### src/design/rlfm_pkg.sv
// package: constants and carriers for the receive link fault monitor
package rlfm_pkg;
    localparam int          RLFM_CHAR_BITS       = 10;
    localparam int          RLFM_NO_TRANS_CHARS  = 6;
    localparam int          RLFM_NO_TRANS_BITS   = RLFM_NO_TRANS_CHARS * RLFM_CHAR_BITS;
    localparam int          RLFM_RC_PERIOD_CHARS = 4096;
    localparam int          RLFM_PPM_LIMIT       = 1500;
    localparam int          RLFM_PPM_SCALE       = 1000000;
    localparam int          RLFM_RC_CNT_W        = 13;
    localparam logic [1:0]  RLFM_THR_OFF         = 2'h0;
    localparam logic [1:0]  RLFM_THR_LOW         = 2'h1;
    localparam logic [1:0]  RLFM_THR_MID         = 2'h2;
    localparam logic [1:0]  RLFM_THR_HIGH        = 2'h3;
    localparam logic [1:0]  RLFM_BIST_STATUS_ON  = 2'h2;
    localparam logic        RLFM_TRG_HALF        = 1'h1;
    localparam logic [7:0]  RLFM_OFF_ADDR_CTRL   = 8'h00;
    localparam logic [7:0]  RLFM_OFF_ADDR_STAT   = 8'h04;

    typedef enum logic [1:0] {
        RLFM_SPD_LOW,
        RLFM_SPD_MID,
        RLFM_SPD_HIGH,
        RLFM_SPD_BAD
    } rlfm_speed_t;

    // per channel configuration
    typedef struct packed {
        logic       power_on;
        logic       line_sel;
        logic       trg_half;
        logic [1:0] selftest_mode;
        logic [1:0] reclk_oe;
    } rlfm_chan_cfg_t;

    // per channel status word
    typedef struct packed {
        logic       link_ok;
        logic       rc_forcing;
        logic       no_trans;
        logic       amp_bad;
        logic       reserved_mode;
    } rlfm_chan_stat_t;
endpackage : rlfm_pkg

### src/design/rlfm_monitor.sv
// receive link fault monitor and channel control for two receive channels
`timescale 1ns/100ps
module rlfm_monitor
    import rlfm_pkg::*;
#(
    parameter int NUM_CH = 2
) (
    // clock and reset
    input  wire logic                          mclk_i,
    input  wire logic                          rst_n_i,
    // register port
    input  wire logic [7:0]                    addr_i,
    input  wire logic [31:0]                   wdata_i,
    input  wire logic                          wr_i,
    input  wire logic                          rd_i,
    output logic [31:0]                        rdata_o,
    // pins from the analog front and recovery loop (asynchronous)
    input  wire logic [NUM_CH-1:0]             amp_primary_ok_i,
    input  wire logic [NUM_CH-1:0]             amp_secondary_ok_i,
    input  wire logic [NUM_CH-1:0]             recovered_bit_i,
    input  wire logic [NUM_CH-1:0]             recovered_char_tick_i,
    input  wire logic [NUM_CH-1:0]             training_tick_i,
    input  wire logic [NUM_CH-1:0]             ref_clock_present_i,
    input  wire logic [NUM_CH*2-1:0]           speed_range_select_i,
    // receive outputs
    output logic [NUM_CH-1:0]                  link_fault_n_o,
    output logic [NUM_CH-1:0]                  line_input_select_o,
    output logic [NUM_CH-1:0]                  rx_channel_power_on_o,
    output logic [NUM_CH-1:0]                  force_training_o,
    output logic [NUM_CH*RLFM_CHAR_BITS-1:0]   rx_data_o,
    output logic [NUM_CH-1:0]                  selftest_status_o,
    // reclocker drivers
    output logic [NUM_CH*2-1:0]                reclk_oe_o,
    output logic [NUM_CH-1:0]                  reclk_logic_on_o,
    output logic [NUM_CH-1:0]                  reclk_serial_o
);
    localparam int TC_W = 7;
    localparam logic [TC_W-1:0] NO_TRANS_LIM = TC_W'(RLFM_NO_TRANS_BITS);
    localparam logic [RLFM_RC_CNT_W-1:0] RC_LAST = RLFM_RC_CNT_W'(RLFM_RC_PERIOD_CHARS - 1);
    // ppm tolerance in training ticks per interval, at full-rate training
    localparam logic [RLFM_RC_CNT_W-1:0] PPM_TOL =
        RLFM_RC_CNT_W'((RLFM_RC_PERIOD_CHARS * RLFM_PPM_LIMIT) / RLFM_PPM_SCALE);

    function automatic logic rise(input logic cur, input logic prev);
        rise = cur & ~prev;
    endfunction : rise

    function automatic logic [RLFM_RC_CNT_W-1:0] absdiff(input logic [RLFM_RC_CNT_W-1:0] a,
                                                         input logic [RLFM_RC_CNT_W-1:0] b);
        absdiff = (a > b) ? a - b : b - a;
    endfunction : absdiff

    // synchronisers, stage 2 and a history stage for edge detection
    localparam int SW = 7;
    logic [SW-1:0] sync1_reg [NUM_CH];
    logic [SW-1:0] sync2_reg [NUM_CH];
    logic [SW-1:0] hist_reg  [NUM_CH];
    logic [1:0]    spd1_reg  [NUM_CH];
    logic [1:0]    spd2_reg  [NUM_CH];

    // configuration, shared threshold
    logic [1:0]           thr_reg, thr_next;
    rlfm_chan_cfg_t       cfg_reg  [NUM_CH];
    rlfm_chan_cfg_t       cfg_next [NUM_CH];
    logic [31:0]          rdata_next;

    // per channel state
    logic [TC_W-1:0]          tc_reg   [NUM_CH], tc_next   [NUM_CH];
    logic [RLFM_RC_CNT_W-1:0] rcc_reg  [NUM_CH], rcc_next  [NUM_CH];
    logic [RLFM_RC_CNT_W-1:0] trc_reg  [NUM_CH], trc_next  [NUM_CH];
    logic                     frc_reg  [NUM_CH], frc_next  [NUM_CH];
    logic [RLFM_CHAR_BITS-1:0] sh_reg  [NUM_CH], sh_next   [NUM_CH];
    logic                     lon_reg  [NUM_CH], lon_next  [NUM_CH];
    logic                     sts_reg  [NUM_CH], sts_next  [NUM_CH];
    logic [RLFM_CHAR_BITS-1:0] dat_reg [NUM_CH], dat_next  [NUM_CH];
    logic [RLFM_CHAR_BITS-1:0] rk_reg  [NUM_CH], rk_next   [NUM_CH];
    logic [3:0]               rkb_reg  [NUM_CH], rkb_next  [NUM_CH];
    logic                     rks_reg  [NUM_CH], rks_next  [NUM_CH];
    logic                     lf_reg   [NUM_CH], lf_next   [NUM_CH];
    rlfm_chan_stat_t          st_reg   [NUM_CH], st_next   [NUM_CH];

    always_ff @(posedge mclk_i or negedge rst_n_i) begin
        if (!rst_n_i) begin
            for (int c = 0; c < NUM_CH; c++) begin
                sync1_reg[c] <= '0;
                sync2_reg[c] <= '0;
                hist_reg[c]  <= '0;
                spd1_reg[c]  <= 2'h0;
                spd2_reg[c]  <= 2'h0;
            end
        end else begin
            for (int c = 0; c < NUM_CH; c++) begin
                sync1_reg[c] <= {ref_clock_present_i[c], training_tick_i[c],
                                 recovered_char_tick_i[c], recovered_bit_i[c],
                                 amp_secondary_ok_i[c], amp_primary_ok_i[c], 1'b0};
                sync2_reg[c] <= sync1_reg[c];
                hist_reg[c]  <= sync2_reg[c];
                spd1_reg[c]  <= speed_range_select_i[c*2 +: 2];
                spd2_reg[c]  <= spd1_reg[c];
            end
        end
    end

    // register file and bus
    always_comb begin
        thr_next   = thr_reg;
        rdata_next = '0;
        for (int c = 0; c < NUM_CH; c++) begin
            cfg_next[c] = cfg_reg[c];
            if (wr_i && addr_i == RLFM_OFF_ADDR_CTRL) begin
                cfg_next[c] = rlfm_chan_cfg_t'(wdata_i[c*8 +: 7]);
            end
        end
        if (wr_i && addr_i == RLFM_OFF_ADDR_CTRL) begin
            thr_next = wdata_i[31:30];
        end
        if (rd_i) begin
            case (addr_i)
                RLFM_OFF_ADDR_CTRL: begin
                    rdata_next[31:30] = thr_reg;
                    for (int c = 0; c < NUM_CH; c++) begin
                        rdata_next[c*8 +: 7] = cfg_reg[c];
                    end
                end
                RLFM_OFF_ADDR_STAT: begin
                    for (int c = 0; c < NUM_CH; c++) begin
                        rdata_next[c*8 +: 5] = st_reg[c];
                    end
                end
                default: rdata_next = '0;
            endcase
        end
    end

    always_comb begin
        for (int c = 0; c < NUM_CH; c++) begin
            logic       pw, amp_ok, bit_edge, ct, tt, amp_sel, nt, ok;
            logic [RLFM_RC_CNT_W-1:0] trc_exp, tol;
            rlfm_speed_t spd;
            pw       = cfg_reg[c].power_on;
            amp_sel  = cfg_reg[c].line_sel ? sync2_reg[c][2] : sync2_reg[c][1];
            amp_ok   = (thr_reg == RLFM_THR_OFF) | amp_sel;
            bit_edge = sync2_reg[c][3] ^ hist_reg[c][3];
            ct       = rise(sync2_reg[c][4], hist_reg[c][4]);
            tt       = rise(sync2_reg[c][5], hist_reg[c][5]);
            case (spd2_reg[c])
                2'h0:    spd = RLFM_SPD_LOW;
                2'h1:    spd = RLFM_SPD_MID;
                2'h3:    spd = RLFM_SPD_HIGH;
                default: spd = RLFM_SPD_BAD;
            endcase
            // half-rate training sees half the ticks per interval
            trc_exp = cfg_reg[c].trg_half ? RLFM_RC_CNT_W'(RLFM_RC_PERIOD_CHARS / 2)
                                          : RLFM_RC_CNT_W'(RLFM_RC_PERIOD_CHARS);
            tol     = cfg_reg[c].trg_half ? (PPM_TOL >> 1) : PPM_TOL;
            tc_next[c]  = tc_reg[c];
            rcc_next[c] = rcc_reg[c];
            trc_next[c] = trc_reg[c];
            frc_next[c] = frc_reg[c];
            if (!pw) begin
                tc_next[c]  = '0;
                rcc_next[c] = '0;
                trc_next[c] = '0;
                frc_next[c] = 1'b0;
            end else begin
                if (bit_edge) begin
                    tc_next[c] = '0;
                end else if (ct && tc_reg[c] <= NO_TRANS_LIM) begin
                    // counts in characters scaled to bits
                    tc_next[c] = tc_reg[c] + TC_W'(RLFM_CHAR_BITS);
                end
                if (tt) begin
                    trc_next[c] = trc_reg[c] + 1'b1;
                end
                if (ct) begin
                    rcc_next[c] = rcc_reg[c] + 1'b1;
                    if (rcc_reg[c] == RC_LAST) begin
                        rcc_next[c] = '0;
                        trc_next[c] = '0;
                        // off by more than the ppm window: force, else release
                        frc_next[c] = absdiff(trc_reg[c], trc_exp) > tol;
                    end
                end
            end
            nt = tc_reg[c] > NO_TRANS_LIM;
            // both drivers off powers down the reclocker only
            ok = pw & amp_ok & ~nt & ~frc_reg[c] & sync2_reg[c][6]
                 & (spd != RLFM_SPD_BAD);
            lf_next[c] = ok;
            st_next[c] = '{link_ok: ok, rc_forcing: frc_reg[c], no_trans: nt,
                           amp_bad: ~amp_ok,
                           reserved_mode: (spd == RLFM_SPD_LOW) & cfg_reg[c].trg_half};
            // taken from next values so these outputs leave flip-flops in step with the rest
            sts_next[c] = (cfg_next[c].selftest_mode == RLFM_BIST_STATUS_ON) & ok;
            lon_next[c] = |cfg_next[c].reclk_oe;
            // deserialise, then retime character into reclocker register
            sh_next[c]  = sh_reg[c];
            dat_next[c] = dat_reg[c];
            rk_next[c]  = rk_reg[c];
            rkb_next[c] = rkb_reg[c];
            rks_next[c] = rks_reg[c];
            if (pw && bit_edge) begin
                sh_next[c] = {sh_reg[c][RLFM_CHAR_BITS-2:0], sync2_reg[c][3]};
            end
            if (pw && ct) begin
                dat_next[c] = sh_reg[c];
                if (|cfg_reg[c].reclk_oe) begin
                    rk_next[c]  = sh_reg[c];
                    rkb_next[c] = '0;
                end
            end else if (|cfg_reg[c].reclk_oe && rkb_reg[c] < 4'(RLFM_CHAR_BITS)) begin
                rks_next[c] = rk_reg[c][RLFM_CHAR_BITS-1 - rkb_reg[c]];
                rkb_next[c] = rkb_reg[c] + 1'b1;
            end
            if (~|cfg_reg[c].reclk_oe) begin
                rks_next[c] = 1'b0;
            end
        end
    end

    always_ff @(posedge mclk_i or negedge rst_n_i) begin
        if (!rst_n_i) begin
            thr_reg <= RLFM_THR_OFF;
            rdata_o <= '0;
            for (int c = 0; c < NUM_CH; c++) begin
                cfg_reg[c] <= '0;
                tc_reg[c]  <= '0;
                rcc_reg[c] <= '0;
                trc_reg[c] <= '0;
                frc_reg[c] <= 1'b0;
                sh_reg[c]  <= '0;
                lon_reg[c] <= 1'b0;
                sts_reg[c] <= 1'b0;
                dat_reg[c] <= '0;
                rk_reg[c]  <= '0;
                rkb_reg[c] <= '0;
                rks_reg[c] <= 1'b0;
                lf_reg[c]  <= 1'b0;
                st_reg[c]  <= '0;
            end
        end else begin
            thr_reg <= thr_next;
            rdata_o <= rdata_next;
            for (int c = 0; c < NUM_CH; c++) begin
                cfg_reg[c] <= cfg_next[c];
                tc_reg[c]  <= tc_next[c];
                rcc_reg[c] <= rcc_next[c];
                trc_reg[c] <= trc_next[c];
                frc_reg[c] <= frc_next[c];
                sh_reg[c]  <= sh_next[c];
                lon_reg[c] <= lon_next[c];
                sts_reg[c] <= sts_next[c];
                dat_reg[c] <= dat_next[c];
                rk_reg[c]  <= rk_next[c];
                rkb_reg[c] <= rkb_next[c];
                rks_reg[c] <= rks_next[c];
                lf_reg[c]  <= lf_next[c];
                st_reg[c]  <= st_next[c];
            end
        end
    end

    // outputs straight from flip-flops
    always_comb begin
        for (int c = 0; c < NUM_CH; c++) begin
            link_fault_n_o[c]        = lf_reg[c];
            line_input_select_o[c]   = cfg_reg[c].line_sel;
            rx_channel_power_on_o[c] = cfg_reg[c].power_on;
            force_training_o[c]      = frc_reg[c];
            rx_data_o[c*RLFM_CHAR_BITS +: RLFM_CHAR_BITS] = dat_reg[c];
            selftest_status_o[c]     = sts_reg[c];
            reclk_oe_o[c*2 +: 2]     = cfg_reg[c].reclk_oe;
            reclk_logic_on_o[c]      = lon_reg[c];
            reclk_serial_o[c]        = rks_reg[c];
        end
    end
endmodule : rlfm_monitor

### config.mk
export PLATFORM = sky130hd
export DESIGN_NAME = rlfm_monitor
export DESIGN_NICKNAME = d
export VERILOG_FILES = /design/src/design/rlfm_pkg.sv /design/src/design/rlfm_monitor.sv
export SDC_FILE = /design/constraint.sdc
export NUM_CORES = 1
export LEC_CHECK = 0
export BUFFER_PORTS_ARGS = -buffer_cell sky130_fd_sc_hd__buf_2
export CAP_MARGIN = 0
export CORE_AREA = 3 3 167 169
export CTS_CLUSTER_DIAMETER = 200
export DETAILED_ROUTE_END_ITERATION = 7
export DIE_AREA = 0 0 170 172
export PLACE_DENSITY = 0.63
export SLEW_MARGIN = 20
export SYNTH_ARGS = -nofsm -noshare
export SYNTH_HDL_FRONTEND = slang
export SYNTH_SLANG_ARGS = --single-unit
### constraint.sdc
create_clock -name mclk_i -period 2.5 [get_ports mclk_i]
set_input_delay 0.625 -clock mclk_i [delete_from_list [all_inputs] [get_ports mclk_i]]
set_output_delay 0.625 -clock mclk_i [all_outputs]
set_load 0.01 [all_outputs]
==> impl_results.md <==
- Slew Limit Fails: 0
- Internal: approximately 6200 µW
- Drt drc: 0
- Die Span Y: between 150 and 200 µm
- Nets: 1050
- Max Freq: 433 MHz
- Crit start category: flop
- Final period demand of the worst path: 2310 ps
- Crit-path max cell delay: around 450 ps
- CTS tree: built
- Clock power frac: 0.448
- First-pass GRT wire length: ~34 mm
- Max-cap viol count: 0
- DR pass1 iterations: 4
- DP Area: 10900 µm²
- Die width: between 150 and 200 µm
- Post-CTS Setup Inserts: 0
- Sinks on the clock net: 220
- # IOs: between 100 and 150
- Initial drt markers: between 200 and 300
- IO Port Bufs: 97
- Vias: roughly 6500
- Asr flop ratio synth: 1.00
- Post-synthesis average cell area: 11.6 µm²
- Post-Syn Area: approximately 10000 µm²
- Predominant post-synthesis flop cell: dfrtp_1
- Worst-path cell chain: ha_1 > inv_1 > fa_1 > nor2_1 > xor2_1 > ha_1 > and4b_1 > o32ai_1 > a31oi_1
- Most frequent cells in the layout: 219 x dfrtp_1, 103 x nor2_1, 96 x buf_2, 76 x mux2_2, 40 x nand2_1
- Final Hold Fails: 0
- Clk Latency, worst-skew pair: 510 ps
- Fin crit share: 0.923
- Setup TNS: 0 ps
- Drt via density: about 4.9
- Initial antenna violation count: 0
- Rows: 60
- # diodes: 0
- Rel. slew slack: 0.357
- Gr usage total: 0.144
- Vias in the first global route: ~6700
- Crit path kind: flop to flop
- Routability congestion estimate: 0.846
- Sequential share of the synthesized area: 0.548
- Clock buffer count from CTS: 25
- Post-DR wirelength/cell: 15.7 µm
- Psw: between 1500 and 2000 µW
- Die area: roughly 29000 µm²
- Worst-path fanout max: 7
- Cell variety after synth: 73
- Initial Util: 0.376
- HPWL Detailed: around 15 mm
- Fillers: between 2000 and 2500
- P&R area growth vs syn: 16.6%
- Combinational group share of total power: 0.078
- Status: completed
- Critical Path RT: between 2000 and 3000 ps
- Core Box Area: ~27000 µm²
- Final wirelength: 20.7 mm
- Min Hold Slack: approximately 60 ps
- Commonest non-fill, non-tap cell in the layout: dfrtp_1
- Number of synthesized flops with an enable pin: 0
- Clock buffer depth: 3
- Final setup vio count: 0
- Element type at the critical path end: flop
- Crit path max-delay cell type: dfrtp_2
- Synth warn: 0
- CP dominant cell by count: ha_1
- Post-synthesis register bit count: 220
- H-tree depth: 1
- Fin area: approximately 12000 µm²
- Critical Path AT: 2690 ps
- Leakage: ~0.0056 µW
- Clock Root Buffer: clkbuf_16
- PD cells: roughly 700 nW/µm²
- R2R depth: 9
- Worst VDD drop: approximately 350 µV
- Worst-margin pin slew: slightly below 1000 ps
- Skew final: 7.96 ps
- Switch share: 0.233
- Reg power frac: 0.474
- RSZ-0062 raised after global routing: false
- ANT nets after route: 0
- Total global routing overflow: 0
- Clk pin slew, worst setup/hold paths: around 60 ps
- Largest net degree at the start of global routing: 66
- Share of layout cells above drive strength 1: 0.267
- Min-delay worst type: primary input to async pin
- Syn Inst Count: 865
==> power by group through the flow <==
stage          sequential, µW  combinational [µW]  clock, µW
2_1_floorplan            3840                 466          0
3_3_place_gp             3910                 630          0
3_5_place_dp             3910                 646          0
4_1_cts                  3850                 646       3730
5_1_grt                  3870                 720       3900
6_report                 3840                 630       3630
==> area by class of cell <==
cell class	count	area, µm²	area share
clock buffers	38	774	0.0662
clock inverters	6	65.1	0.00556
inverters	24	90.1	0.00770
multi-input cells	570	4120	0.352
flip-flops and latches	220	5510	0.471
well taps	341	427	0.0365
repair buffers	123	716	0.0612
==> metrics by stage <==
step                setup WS, ps  utilization  power (µW)  cells
floorplan                    168            -        4310    880
global placement            43.7        0.406        4540   1278
detailed placement          14.6        0.406        4550   1278
CTS                         95.5        0.438        8220   1322
global route                9.21        0.438        8490   1322
finish                       193        0.438        8100   1322
==> path summary, 6_finish.rpt <==
path | end | startpoint | slack, ps
min | rx_data_o[13]$_DFFE_PN0P_ | rst_n_i | 60
max reg2reg | force_training_o[1]$_DFFE_PN0P_ | cfg_reg[4]$_DFFE_PN0P_ | 190
max | force_training_o[1]$_DFFE_PN0P_ | cfg_reg[4]$_DFFE_PN0P_ | 190
min reg2reg | sync2_reg[12]$_DFF_PN0_ | sync1_reg[12]$_DFF_PN0_ | 350
max in group asynchronous | sync2_reg[8]$_DFF_PN0_ | rst_n_i | 1700
min in group mclk_i | sync1_reg[11]$_DFF_PN0_ | recovered_char_tick_i[0] | 220
==> timing repair <==
item | in CTS | in global routing
hold buffers | 0 | 0
resized for setup | 0 | 3
setup endpoints to repair | 0 | 2
==> synth_stat cells (9+ instances only) <==
master	n	share of area
nor2_1	103	0.039
clkbuf_1	25	0.0093
mux2i_1	20	0.020
xor2_1	33	0.029
nor3_1	18	0.0090
ha_1	24	0.030
and2_1	10	0.0062
inv_1	24	0.0090
mux2_2	76	0.085
a21oi_1	30	0.015
nand2_1	40	0.015
xnor2_1	30	0.026
nand3_1	13	0.0065
o21ai_0	15	0.0075
and3_1	11	0.0069
buf_4	29	0.022
nand3b_1	9	0.0067
dfrtp_1	220	0.55
nand4_1	20	0.012
==> worst max-delay path: cells and delay by family (launching register included) <==
family	cells	cell delay, ps
AOI/OAI and AO/OA	2	370
xor gates and xnor gates	1	160
adders and majority gates	3	830
buffers and inverters	1	50
DFF	1	450
and+or+nand+nor	2	330
==> kinds of logic after synthesis <==
| logic type | synth area share |
|---|---|
| fa+ha+maj | 0.0339 |
| other cells | 0.000374 |
| compound gates | 0.0616 |
| simple gates | 0.140 |
| flops | 0.548 |
| buf+inv | 0.0469 |
| mux | 0.114 |
| xor+xnor | 0.0550 |
==> metal layers <==
metal / vias to the layer above / track usage / wire length [µm]
met5: - / 0 / 0
met4: 0 / 0.0370 / 363
met3: 29 / 0.0224 / 683
met2: 104 / 0.243 / 10000
met1: 3229 / 0.196 / 9650
li1: 3163 / - / -
Note: power is estimated with default switching activity, not from simulation.
